==> src/srb_pkg.sv <==
// Purpose: Shared constants and types for the serial readback and bring-up block
// Assumes: 50 MHz system clock; 5-bit register addresses; 16-bit register data
// Notes:   Delay counts are derived from times in microseconds and the clock rate
package srb_pkg;

  ////////////////////////////////////////////////////////////////////////////////
  // Timing
  localparam int unsigned CLK_HZ          = 50_000_000;
  localparam int unsigned CAL_REFRESH_US  = 500;
  localparam int unsigned XFER_WAIT_US    = 300;
  localparam int unsigned CAL_REFRESH_CYC = (CLK_HZ / 1_000_000) * CAL_REFRESH_US;
  localparam int unsigned XFER_WAIT_CYC   = (CLK_HZ / 1_000_000) * XFER_WAIT_US;

  ////////////////////////////////////////////////////////////////////////////////
  // Register addresses
  localparam logic [4:0] ADR_NOP      = 5'h00;
  localparam logic [4:0] ADR_DAC_OUT  = 5'h02;
  localparam logic [4:0] ADR_SW_LOAD  = 5'h07;
  localparam logic [4:0] ADR_KEY      = 5'h08;
  localparam logic [4:0] ADR_SW_ONE   = 5'h0b;
  localparam logic [4:0] ADR_SW_TWO   = 5'h0c;
  localparam logic [4:0] ADR_RSV_A    = 5'h0d;
  localparam logic [4:0] ADR_RSV_B    = 5'h0e;
  localparam logic [4:0] ADR_LAST_CFG = 5'h12;
  localparam logic [4:0] ADR_RB_SEL   = 5'h13;
  localparam logic [4:0] ADR_DIAG     = 5'h14;
  localparam logic [4:0] ADR_STATUS   = 5'h16;

  ////////////////////////////////////////////////////////////////////////////////
  // Keys, fields and frame figures
  localparam logic [15:0] KEY_CAL_REFRESH = 16'hfcba;
  localparam logic [15:0] KEY_LOCK        = 16'h4765;
  localparam int unsigned RB_MODE_HI      = 9;
  localparam int unsigned RB_MODE_LO      = 8;
  localparam int unsigned DIAG_RESET_BIT  = 13;
  localparam int unsigned DIAG_CAL_BIT    = 15;
  localparam int unsigned BUSY3_BIT       = 12;
  localparam logic [1:0]  SYNC_PATTERN    = 2'b10;
  localparam logic [5:0]  FRAME_SHORT     = 6'h18;
  localparam logic [5:0]  FRAME_LONG      = 6'h20;
  localparam logic [5:0]  FRAME_CNT_MAX   = 6'h3f;

  typedef enum logic [1:0] {
    RB_TWO_STAGE = 2'b00,
    RB_AUTO      = 2'b01,
    RB_SHARED    = 2'b10,
    RB_ECHO      = 2'b11
  } srb_mode_e;

  typedef enum logic [1:0] {
    FR_IDLE   = 2'b00,
    FR_ACTIVE = 2'b01,
    FR_DONE   = 2'b11
  } srb_frame_e;

  // Power-on contents of each stored register
  function automatic logic [15:0] srb_reset_value(input logic [4:0] a);
    case (a)
      5'h04:   srb_reset_value = 16'hffff;
      5'h05:   srb_reset_value = 16'h8000;
      5'h06:   srb_reset_value = 16'h0c00;
      5'h09:   srb_reset_value = 16'h0204;
      5'h0a:   srb_reset_value = 16'h0200;
      5'h0c:   srb_reset_value = 16'h0100;
      5'h0f:   srb_reset_value = 16'h0009;
      5'h10:   srb_reset_value = 16'h005d;
      default: srb_reset_value = 16'h0000;
    endcase
  endfunction

  // Addresses whose data is held in the local register file
  function automatic logic srb_writable(input logic [4:0] a);
    srb_writable = (a != ADR_NOP) && (a <= ADR_LAST_CFG) && (a != ADR_DAC_OUT) &&
                   (a != ADR_SW_LOAD) && (a != ADR_KEY) && (a != ADR_RSV_A) &&
                   (a != ADR_RSV_B);
  endfunction

endpackage

==> src/srb_serial_readback.sv <==
// Purpose: Serial link slave with readback modes, key commands and bring-up status
// Assumes: SCLK idles high; SDI sampled on SCLK fall, SDO advanced on SCLK rise
// Notes:   Link pins are oversampled by CLK; CRC byte is not checked and returns zero
`timescale 1ns/1ps

// Operation
// - Select register, then no-op frame returns it
// - Readback word: 10, fault, address, data
// - New select in second frame pipelines reads
// - Top two readback bits are binary 10
// - Auto mode returns status every frame
// - Status word carries flags, channel, result
// - Status follows each monitor sequencer result
// - Shared mode drives only after valid write
// - Echo mode alternates status and last command
// - Refresh key marks calibration unloaded meanwhile
// - Write one clears the reset seen flag
// - Switcher setup write holds transfer busy
// - Lock key protects user configuration space
// - Four readback behaviours chosen by select register
// - Status keeps last completed conversion, busy flag
module srb_serial_readback
  import srb_pkg::*;
#(
  parameter int unsigned CAL_REFRESH_CYCLES = CAL_REFRESH_CYC,
  parameter int unsigned XFER_WAIT_CYCLES   = XFER_WAIT_CYC,
  parameter logic [15:0] UNLOCK_KEY         = 16'h0001
) (
  input  wire logic        CLK,
  input  wire logic        RST_N,
  input  wire logic        SCLK,
  input  wire logic        SYNC_N,
  input  wire logic        SDI,
  output logic             SDO,
  output logic             SDO_OE,
  input  wire logic        FAULT_N,
  input  wire logic [1:0]  ADDR_PINS,
  input  wire logic        CRC_ENABLE,
  input  wire logic        DIGITAL_CHECK_SUMMARY,
  input  wire logic        ANALOG_CHECK_SUMMARY,
  input  wire logic        TIMEOUT_MONITOR_STATE,
  input  wire logic        MON_BUSY,
  input  wire logic        MON_DONE,
  input  wire logic [4:0]  MONITOR_CHANNEL,
  input  wire logic [11:0] MON_RESULT
);

  localparam int unsigned CNT_MAX = (CAL_REFRESH_CYCLES > XFER_WAIT_CYCLES) ?
                                    CAL_REFRESH_CYCLES : XFER_WAIT_CYCLES;
  localparam int unsigned CNT_W   = $clog2(CNT_MAX + 1);

  if (CAL_REFRESH_CYCLES < 1 || XFER_WAIT_CYCLES < 1) begin : g_chk
    $error("Delay counts must be at least one cycle");
  end

  ////////////////////////////////////////////////////////////////////////////////
  // Pin synchronisers; stage 0 feeds only stage 1
  logic [2:0] sclk_s;
  logic [2:0] sync_s;
  logic [1:0] sdi_s;
  logic [1:0] fault_s;
  logic [1:0] ad0_s;
  logic [1:0] ad1_s;

  always_ff @(posedge CLK) begin
    if (!RST_N) begin
      sclk_s  <= 3'h7;
      sync_s  <= 3'h7;
      sdi_s   <= 2'h0;
      fault_s <= 2'h3;
      ad0_s   <= 2'h0;
      ad1_s   <= 2'h0;
    end else begin
      sclk_s  <= {sclk_s[1:0], SCLK};
      sync_s  <= {sync_s[1:0], SYNC_N};
      sdi_s   <= {sdi_s[0], SDI};
      fault_s <= {fault_s[0], FAULT_N};
      ad0_s   <= {ad0_s[0], ADDR_PINS[0]};
      ad1_s   <= {ad1_s[0], ADDR_PINS[1]};
    end
  end

  // Edge detection on the settled stages
  logic sclk_fall;
  logic sclk_rise;
  logic frame_start;
  logic frame_end;
  logic fault_bit;

  assign sclk_fall   = sclk_s[2] & ~sclk_s[1];
  assign sclk_rise   = ~sclk_s[2] & sclk_s[1];
  assign frame_start = sync_s[2] & ~sync_s[1];
  assign frame_end   = ~sync_s[2] & sync_s[1];
  assign fault_bit   = ~fault_s[1];

  ////////////////////////////////////////////////////////////////////////////////
  // State declarations
  srb_frame_e  st_q, st_d;
  logic [5:0]  cnt_q, cnt_d;
  logic [31:0] shin_q, shin_d;
  logic [31:0] out_q, out_d;
  logic        sdo_q, sdo_d;
  logic        oe_q, oe_d;
  logic        echo_ph_q, echo_ph_d;
  logic        wr_flag_q, wr_flag_d;
  logic [23:0] last_cmd_q, last_cmd_d;

  logic [15:0] mem_q [32];
  logic [15:0] mem_d [32];
  logic [15:0] rb_q, rb_d;
  logic        lock_q, lock_d;
  logic        cal_unl_q, cal_unl_d;
  logic        rst_seen_q, rst_seen_d;
  logic [CNT_W-1:0] cal_cnt_q, cal_cnt_d;
  logic [CNT_W-1:0] busy_cnt_q, busy_cnt_d;
  logic [4:0]  mon_ch_q, mon_ch_d;
  logic [11:0] mon_res_q, mon_res_d;

  ////////////////////////////////////////////////////////////////////////////////
  // Frame decode shared by link and register logic
  logic        len_ok;
  logic [23:0] cmd;
  logic        cmd_ok;
  logic        cmd_stb;
  logic [4:0]  cmd_adr;
  logic [15:0] cmd_dat;
  srb_mode_e   mode;
  logic [4:0]  tgt;

  assign len_ok  = (cnt_q == FRAME_LONG) || (!CRC_ENABLE && cnt_q == FRAME_SHORT);
  assign cmd     = (cnt_q == FRAME_LONG) ? shin_q[31:8] : shin_q[23:0];
  assign cmd_ok  = len_ok && (cmd[23] == ~cmd[22]) && (cmd[22:21] == {ad1_s[1], ad0_s[1]});
  assign cmd_stb = (st_q == FR_DONE);
  assign cmd_adr = cmd[20:16];
  assign cmd_dat = cmd[15:0];
  assign mode    = srb_mode_e'(rb_q[RB_MODE_HI:RB_MODE_LO]);
  assign tgt     = rb_q[4:0];

  // Status word and selected register contents
  logic [23:0] status_w;
  logic [15:0] rd_data;
  logic        busy3;

  assign busy3    = (busy_cnt_q != '0);
  assign status_w = {1'b0, fault_bit, DIGITAL_CHECK_SUMMARY, ANALOG_CHECK_SUMMARY,
                     TIMEOUT_MONITOR_STATE, MON_BUSY, 1'b0, mon_ch_q, mon_res_q};

  always_comb begin
    rd_data = 16'h0000;
    if (tgt == ADR_RB_SEL) begin
      rd_data = rb_q;
    end else if (tgt == ADR_DIAG) begin
      rd_data[DIAG_CAL_BIT]   = cal_unl_q;
      rd_data[DIAG_RESET_BIT] = rst_seen_q;
    end else if (tgt == ADR_STATUS) begin
      rd_data = status_w[15:0];
    end else if (tgt == ADR_SW_TWO) begin
      rd_data            = mem_q[tgt];
      rd_data[BUSY3_BIT] = busy3;
    end else if (srb_writable(tgt)) begin
      rd_data = mem_q[tgt];
    end
  end

  ////////////////////////////////////////////////////////////////////////////////
  // Link next state: frame tracking, input shift, output word
  logic [23:0] word;

  always_comb begin
    st_d       = st_q;
    cnt_d      = cnt_q;
    shin_d     = shin_q;
    out_d      = out_q;
    sdo_d      = sdo_q;
    oe_d       = oe_q;
    echo_ph_d  = echo_ph_q;
    wr_flag_d  = wr_flag_q;
    last_cmd_d = last_cmd_q;
    word       = {SYNC_PATTERN, fault_bit, tgt, rd_data};
    case (mode)
      RB_AUTO:   word = status_w;
      RB_SHARED: word = status_w;
      RB_ECHO:   word = echo_ph_q ? last_cmd_q : status_w;
      default:   word = {SYNC_PATTERN, fault_bit, tgt, rd_data};
    endcase
    case (st_q)
      FR_IDLE: begin
        oe_d = 1'b0;
        if (frame_start) begin
          st_d      = FR_ACTIVE;
          cnt_d     = 6'h00;
          out_d     = {word, 8'h00};
          sdo_d     = word[23];
          oe_d      = (mode != RB_SHARED) || wr_flag_q;
          wr_flag_d = 1'b0;
          if (mode == RB_ECHO) begin
            echo_ph_d = ~echo_ph_q;
          end
        end
      end
      FR_ACTIVE: begin
        if (frame_end) begin
          st_d = FR_DONE;
          oe_d = 1'b0;
        end else begin
          if (sclk_fall) begin
            shin_d = {shin_q[30:0], sdi_s[1]};
            if (cnt_q != FRAME_CNT_MAX) begin
              cnt_d = cnt_q + 6'h01;
            end
          end
          if (sclk_rise) begin
            out_d = {out_q[30:0], 1'b0};
            sdo_d = out_q[30];
          end
        end
      end
      FR_DONE: begin
        st_d = FR_IDLE;
        if (cmd_ok) begin
          wr_flag_d  = 1'b1;
          last_cmd_d = cmd;
        end
      end
      default: st_d = FR_IDLE;
    endcase
  end

  // Link registers
  always_ff @(posedge CLK) begin
    if (!RST_N) begin
      st_q       <= FR_IDLE;
      cnt_q      <= 6'h00;
      shin_q     <= 32'h0000_0000;
      out_q      <= 32'h0000_0000;
      sdo_q      <= 1'b0;
      oe_q       <= 1'b0;
      echo_ph_q  <= 1'b0;
      wr_flag_q  <= 1'b0;
      last_cmd_q <= 24'h00_0000;
    end else begin
      st_q       <= st_d;
      cnt_q      <= cnt_d;
      shin_q     <= shin_d;
      out_q      <= out_d;
      sdo_q      <= sdo_d;
      oe_q       <= oe_d;
      echo_ph_q  <= echo_ph_d;
      wr_flag_q  <= wr_flag_d;
      last_cmd_q <= last_cmd_d;
    end
  end

  assign SDO    = sdo_q;
  assign SDO_OE = oe_q;

  ////////////////////////////////////////////////////////////////////////////////
  // Register file next state: writes, keys, timers, monitor capture
  always_comb begin
    mem_d      = mem_q;
    rb_d       = rb_q;
    lock_d     = lock_q;
    cal_unl_d  = cal_unl_q;
    rst_seen_d = rst_seen_q;
    cal_cnt_d  = cal_cnt_q;
    busy_cnt_d = busy_cnt_q;
    mon_ch_d   = mon_ch_q;
    mon_res_d  = mon_res_q;
    if (MON_DONE) begin
      mon_ch_d  = MONITOR_CHANNEL;
      mon_res_d = MON_RESULT;
    end
    if (busy_cnt_q != '0) begin
      busy_cnt_d = busy_cnt_q - 1'b1;
    end
    if (cal_cnt_q != '0) begin
      cal_cnt_d = cal_cnt_q - 1'b1;
      if (cal_cnt_q == CNT_W'(1)) begin
        cal_unl_d = 1'b0;
      end
    end
    if (cmd_stb && cmd_ok) begin
      if (cmd_adr == ADR_KEY) begin
        if (cmd_dat == KEY_CAL_REFRESH) begin
          cal_cnt_d = CNT_W'(CAL_REFRESH_CYCLES);
          cal_unl_d = 1'b1;
        end else if (cmd_dat == KEY_LOCK) begin
          lock_d = 1'b1;
        end else if (cmd_dat == UNLOCK_KEY) begin
          lock_d = 1'b0;
        end
      end else if (cmd_adr == ADR_DIAG) begin
        if (cmd_dat[DIAG_RESET_BIT]) begin
          rst_seen_d = 1'b0;
        end
      end else if (cmd_adr == ADR_RB_SEL) begin
        rb_d = cmd_dat;
      end else if (!lock_q && srb_writable(cmd_adr)) begin
        mem_d[cmd_adr] = cmd_dat;
        if (cmd_adr == ADR_SW_ONE || cmd_adr == ADR_SW_TWO) begin
          busy_cnt_d = CNT_W'(XFER_WAIT_CYCLES);
        end
      end
    end
  end

  // Register file registers
  always_ff @(posedge CLK) begin
    if (!RST_N) begin
      for (int i = 0; i < 32; i++) begin
        mem_q[i] <= srb_reset_value(5'(i));
      end
      rb_q       <= 16'h0000;
      lock_q     <= 1'b0;
      cal_unl_q  <= 1'b1;
      rst_seen_q <= 1'b1;
      cal_cnt_q  <= '0;
      busy_cnt_q <= '0;
      mon_ch_q   <= 5'h00;
      mon_res_q  <= 12'h000;
    end else begin
      mem_q      <= mem_d;
      rb_q       <= rb_d;
      lock_q     <= lock_d;
      cal_unl_q  <= cal_unl_d;
      rst_seen_q <= rst_seen_d;
      cal_cnt_q  <= cal_cnt_d;
      busy_cnt_q <= busy_cnt_d;
      mon_ch_q   <= mon_ch_d;
      mon_res_q  <= mon_res_d;
    end
  end

endmodule

==> config.mk <==
export PLATFORM = sky130hd
export DESIGN_NAME = srb_serial_readback
export DESIGN_NICKNAME = d
export VERILOG_FILES = /design/src/srb_pkg.sv /design/src/srb_serial_readback.sv
export SDC_FILE = /design/constraint.sdc
export NUM_CORES = 1
export LEC_CHECK = 0
export ABC_AREA = 0
export BUFFER_PORTS_ARGS = -buffer_cell sky130_fd_sc_hd__buf_2
export CAP_MARGIN = 5
export CORE_MARGIN = 3
export CORE_UTILIZATION = 57
export DETAILED_ROUTE_END_ITERATION = 8
export GPL_TIMING_DRIVEN = 0
export HOLD_SLACK_MARGIN = 0.08
export PLACE_DENSITY_LB_ADDON = 0.25
export SLEW_MARGIN = 30
export SYNTH_ARGS = -nofsm -noshare
export SYNTH_HDL_FRONTEND = slang
export SYNTH_SLANG_ARGS = --single-unit
==> constraint.sdc <==
create_clock -name CLK -period 6.4 [get_ports CLK]
set_input_delay 1.6 -clock CLK [delete_from_list [all_inputs] [get_ports CLK]]
set_output_delay 1.6 -clock CLK [all_outputs]
set_load 0.1 [all_outputs]
==> results.yml <==
synthesis:
  synth_edf_count: 0
  ys_async_sr_fraction: 0
  synth-seq-area-share: 0.4537
  synth_area_per_cell_sq_um: 9.860
  syn_nets: 2251
  ys_types: 76
  synth-main-ff-cell: "dfxtp_1"
  netlist_area_sq_mm: 0.02180
  syn_inst: 2211
  synth-seq-cells: 494
  yosys_warnings: 0
pwr:
  switching_share: 0.2506
  p_clk_frac: 0.429
  p_int_mw: 5.129
  p_sw_mw: 1.715
  power.density_mw_per_mm2: 282.5
  combPwrFrac: 0.096
  power_frac_seq: 0.475
  peakVddDrop_v: 0.0001804
  p_leak_nw: 9.965
sta:
  skew_ns: 0.01488
  period_minus_slack_ns: 3.724
  whs_ns: 0.4129
  rsz0062_at_grt: "false"
  setup_violations: 0
  hold_violations: 0
  fin_crit_sh: 0.5819
  relSlewSlack: 0.3139
  finalWorstSetupSlack_ns: 2.676
  fin_tns_setup_ns: 0
  drv_slew: 0
  max_freq_mhz: 268.5
  tightest_slew_ns: 1.003
floorplanning:
  die-area_sq_mm: 0.04063
  num_rows: 71
  core_sq_mm: 0.03767
  num_io_pins: 33
  die_h_um: 201.6
  die_w_um: 201.6
  start_util: 0.5788
placement:
  gp_congestion: 0.9783
  dp_slack_ns: 2.207
  dp.cells: 2752
  place.port_buffers: 30
  dp_hpwl_um: 48550
critical_path:
  cpMaxStageDelayCell: "clkbuf_1"
  arrival_ns: 4.15
  crit_required_ns: 6.82
  cp_common_cell: "nand2_1"
  critPathLaunchType: "register"
  rr_startpoint: "cnt_q[0]"
  slowest_delay_ns: 0.64
  critical_path_class: "reg2reg"
  startpoint: "cnt_q[0]"
  cp-end-kind: "register"
  critPathMaxFanout: 10
  crit_chain: "inv_1 > ha_1 > nor2b_1 > clkbuf_1 > nand2_1 > clkbuf_1 > buf_1 > nand2_1 > nand2_1 > nand2_1 > clkbuf_1 > mux2i_1"
global_routing:
  grt_antenna_before_repair: 1
  overflow: 0
  grt_max_degree: 15
  grt_pass1_vias: 17150
  grt_pass1_wl_um: 102700
  track_usage: 0.3264
clock_tree:
  cts_max_level: 2
  cts_resized: 0
  hold_buffers: 0
  clk_pin_slew_worst_paths_ns: 0.06
  clock_path_buffers: 3
  cts_tree: "built"
  root_buffer: "clkbuf_16"
  numCtsBuffers: 50
  clkSinkCount: 494
  clock_latency_ns: 0.59
  cts_setup_buffers: 0
detailed_routing:
  ant_nets: 0
  dr.pass1.iters: 5
  vias_per_cell: 6.175
  num_vias: 17530
  drt_wl_total_um: 67380
  wl_per_cell_um: 23.73
  drc: 0
  drt-initial-drc-count: 1820
worst_hold_path:
  hold_path.class: "reg2reg"
  hp-start: "sync_s[0]"
layout:
  layout.cells.non_filler: 2839
  final_util: 0.6433
  fill_cells: 3069
  final_nets: 2333
  areaGrowthSynthToFinish_pct: 11.15
  drive_above_1_share: 0.1198
  diodes: 0
flow_run:
  cap_violations: 0
outcome:
  status: "finished, final reports clean"
[final cells by class]
class | instances | area, sq um | area share
Tap cell | 511 | 639.4 | 0.02639
Multi-Input combinational cell | 1506 | 10990 | 0.4538
Inverter | 24 | 90.09 | 0.003718
Sequential cell | 494 | 9889 | 0.4082
Timing Repair Buffer | 30 | 150.1 | 0.006197
Clock buffer | 71 | 1461 | 0.06031
Clock inverter | 16 | 177.7 | 0.007333
Buffer | 187 | 827.0 | 0.03413
[power groups by stage]
stage                     combinational [mW]  clock [mW]  sequential, mW
after floorplan                        0.495           0            3.30
after global placement                 0.624           0            3.31
after detailed placement               0.650           0            3.32
after CTS                              0.657        2.95            3.25
after global routing                   0.740        3.08            3.26
final                                  0.657        2.94            3.25
[layer usage]
layer	vias up	track usage	part of all wire
li1	7878	-	-
met1	8577	0.4379	0.41
met2	878	0.5196	0.45
met3	198	0.07135	0.095
met4	0	0.1266	0.044
met5	-	0	0
[worst paths after layout]
kind                 to  slack [ns]  cells past startpoint
max          mem_q[222]        2.68                     12
min reg2reg   sync_s[1]        0.41                      1
min           sync_s[1]        0.41                      1
max reg2reg  mem_q[222]        2.68                     12
[logic make-up after synthesis]
logic type               Yosys count  share of synthesized area
buffers and inverters            211                    0.04201
flip-flops                       494                     0.4537
multiplexers                     359                     0.2159
AO/OA/AOI/OAI                    262                    0.08070
AND/OR/NAND/NOR                  848                     0.1913
XOR/XNOR                          28                    0.01125
adder cells (fa/ha/maj)            9                   0.005166
[cells in the mapped netlist (3+ instances only)]
library cell,number,share of area
dfxtp_1,494,0.45
nand2_1,357,0.061
mux2i_1,261,0.12
nor2_1,152,0.026
clkbuf_1,139,0.024
and2_1,132,0.038
a21oi_1,91,0.021
mux4_2,88,0.091
nand3_1,41,0.0094
o21ai_0,33,0.0076
nand2b_1,31,0.0089
nor3_1,25,0.0057
buf_2,22,0.0051
inv_1,21,0.0036
nor2b_1,21,0.0060
a221oi_1,19,0.0076
o211ai_1,19,0.0065
a22oi_1,15,0.0052
xor2_1,15,0.0060
xnor2_1,13,0.0052
a211oi_1,12,0.0041
a31oi_1,12,0.0034
nand4_1,12,0.0034
mux2_2,10,0.0052
a311oi_1,9,0.0036
buf_1,9,0.0015
buf_4,9,0.0031
ha_1,9,0.0052
a211o_1,8,0.0032
nor4_1,8,0.0023
or3_1,8,0.0023
or4_1,8,0.0028
a21o_1,7,0.0024
and3_1,7,0.0020
nor3b_1,7,0.0024
o2111ai_1,7,0.0028
buf_6,6,0.0031
nand3b_1,6,0.0021
nand4b_1,6,0.0024
nand3_4,5,0.0040
o31ai_1,5,0.0017
or2_2,5,0.0014
a221o_1,3,0.0014
a31o_2,3,0.0012
nand4_4,3,0.0029
[cells in the final DEF (no fill, tap or decap), types with 12 or more instances in the layout]
master	netlist	final
o211ai_1	19	19
nand4_1	12	12
and2_1	132	132
nand3_1	41	41
a31oi_1	12	12
nand2b_1	31	31
clkbuf_1	139	148
a21oi_1	91	91
buf_2	22	53
dfxtp_1	494	494
nor3_1	25	25
xor2_1	15	15
a211oi_1	12	12
mux4_2	88	88
nand2_1	357	357
o21ai_0	33	33
nor2b_1	21	21
inv_1	21	21
clkbuf_16	0	51
a221oi_1	19	19
nor2_1	152	152
a22oi_1	15	15
xnor2_1	13	13
mux2i_1	261	261
[worst max-delay path, delay by kind of cell (launching register included)]
| kind | cells | cell delay [ns] |
|---|---|---|
| fa+ha+maj | 1 | 0.19 |
| buf+inv | 5 | 1.77 |
| mux | 1 | 0.16 |
| simple gates | 5 | 1.10 |
| flops | 1 | 0.33 |
[metrics by stage]
stage,area [sq um],power [mW]
finish,24230,6.844
global route,24230,7.081
CTS,24230,6.861
detailed placement,22590,3.967
global placement,22590,3.935
floorplan,21800,3.795
[state kept, by name, summed over array words and instances (netlist names), 2 cells and up]
signal      cells
mon_res_q      12
shin_q         32
cal_cnt_q      15
mem_q         323
st_q            2
ad0_s           2
sclk_s          3
out_q          23
mon_ch_q        5
cnt_q           6
sync_s          3
rb_q           16
fault_s         2
sdi_s           2
ad1_s           2
last_cmd_q     24
busy_cnt_q     15
No activity file was read; power rests on OpenSTA's default activity.
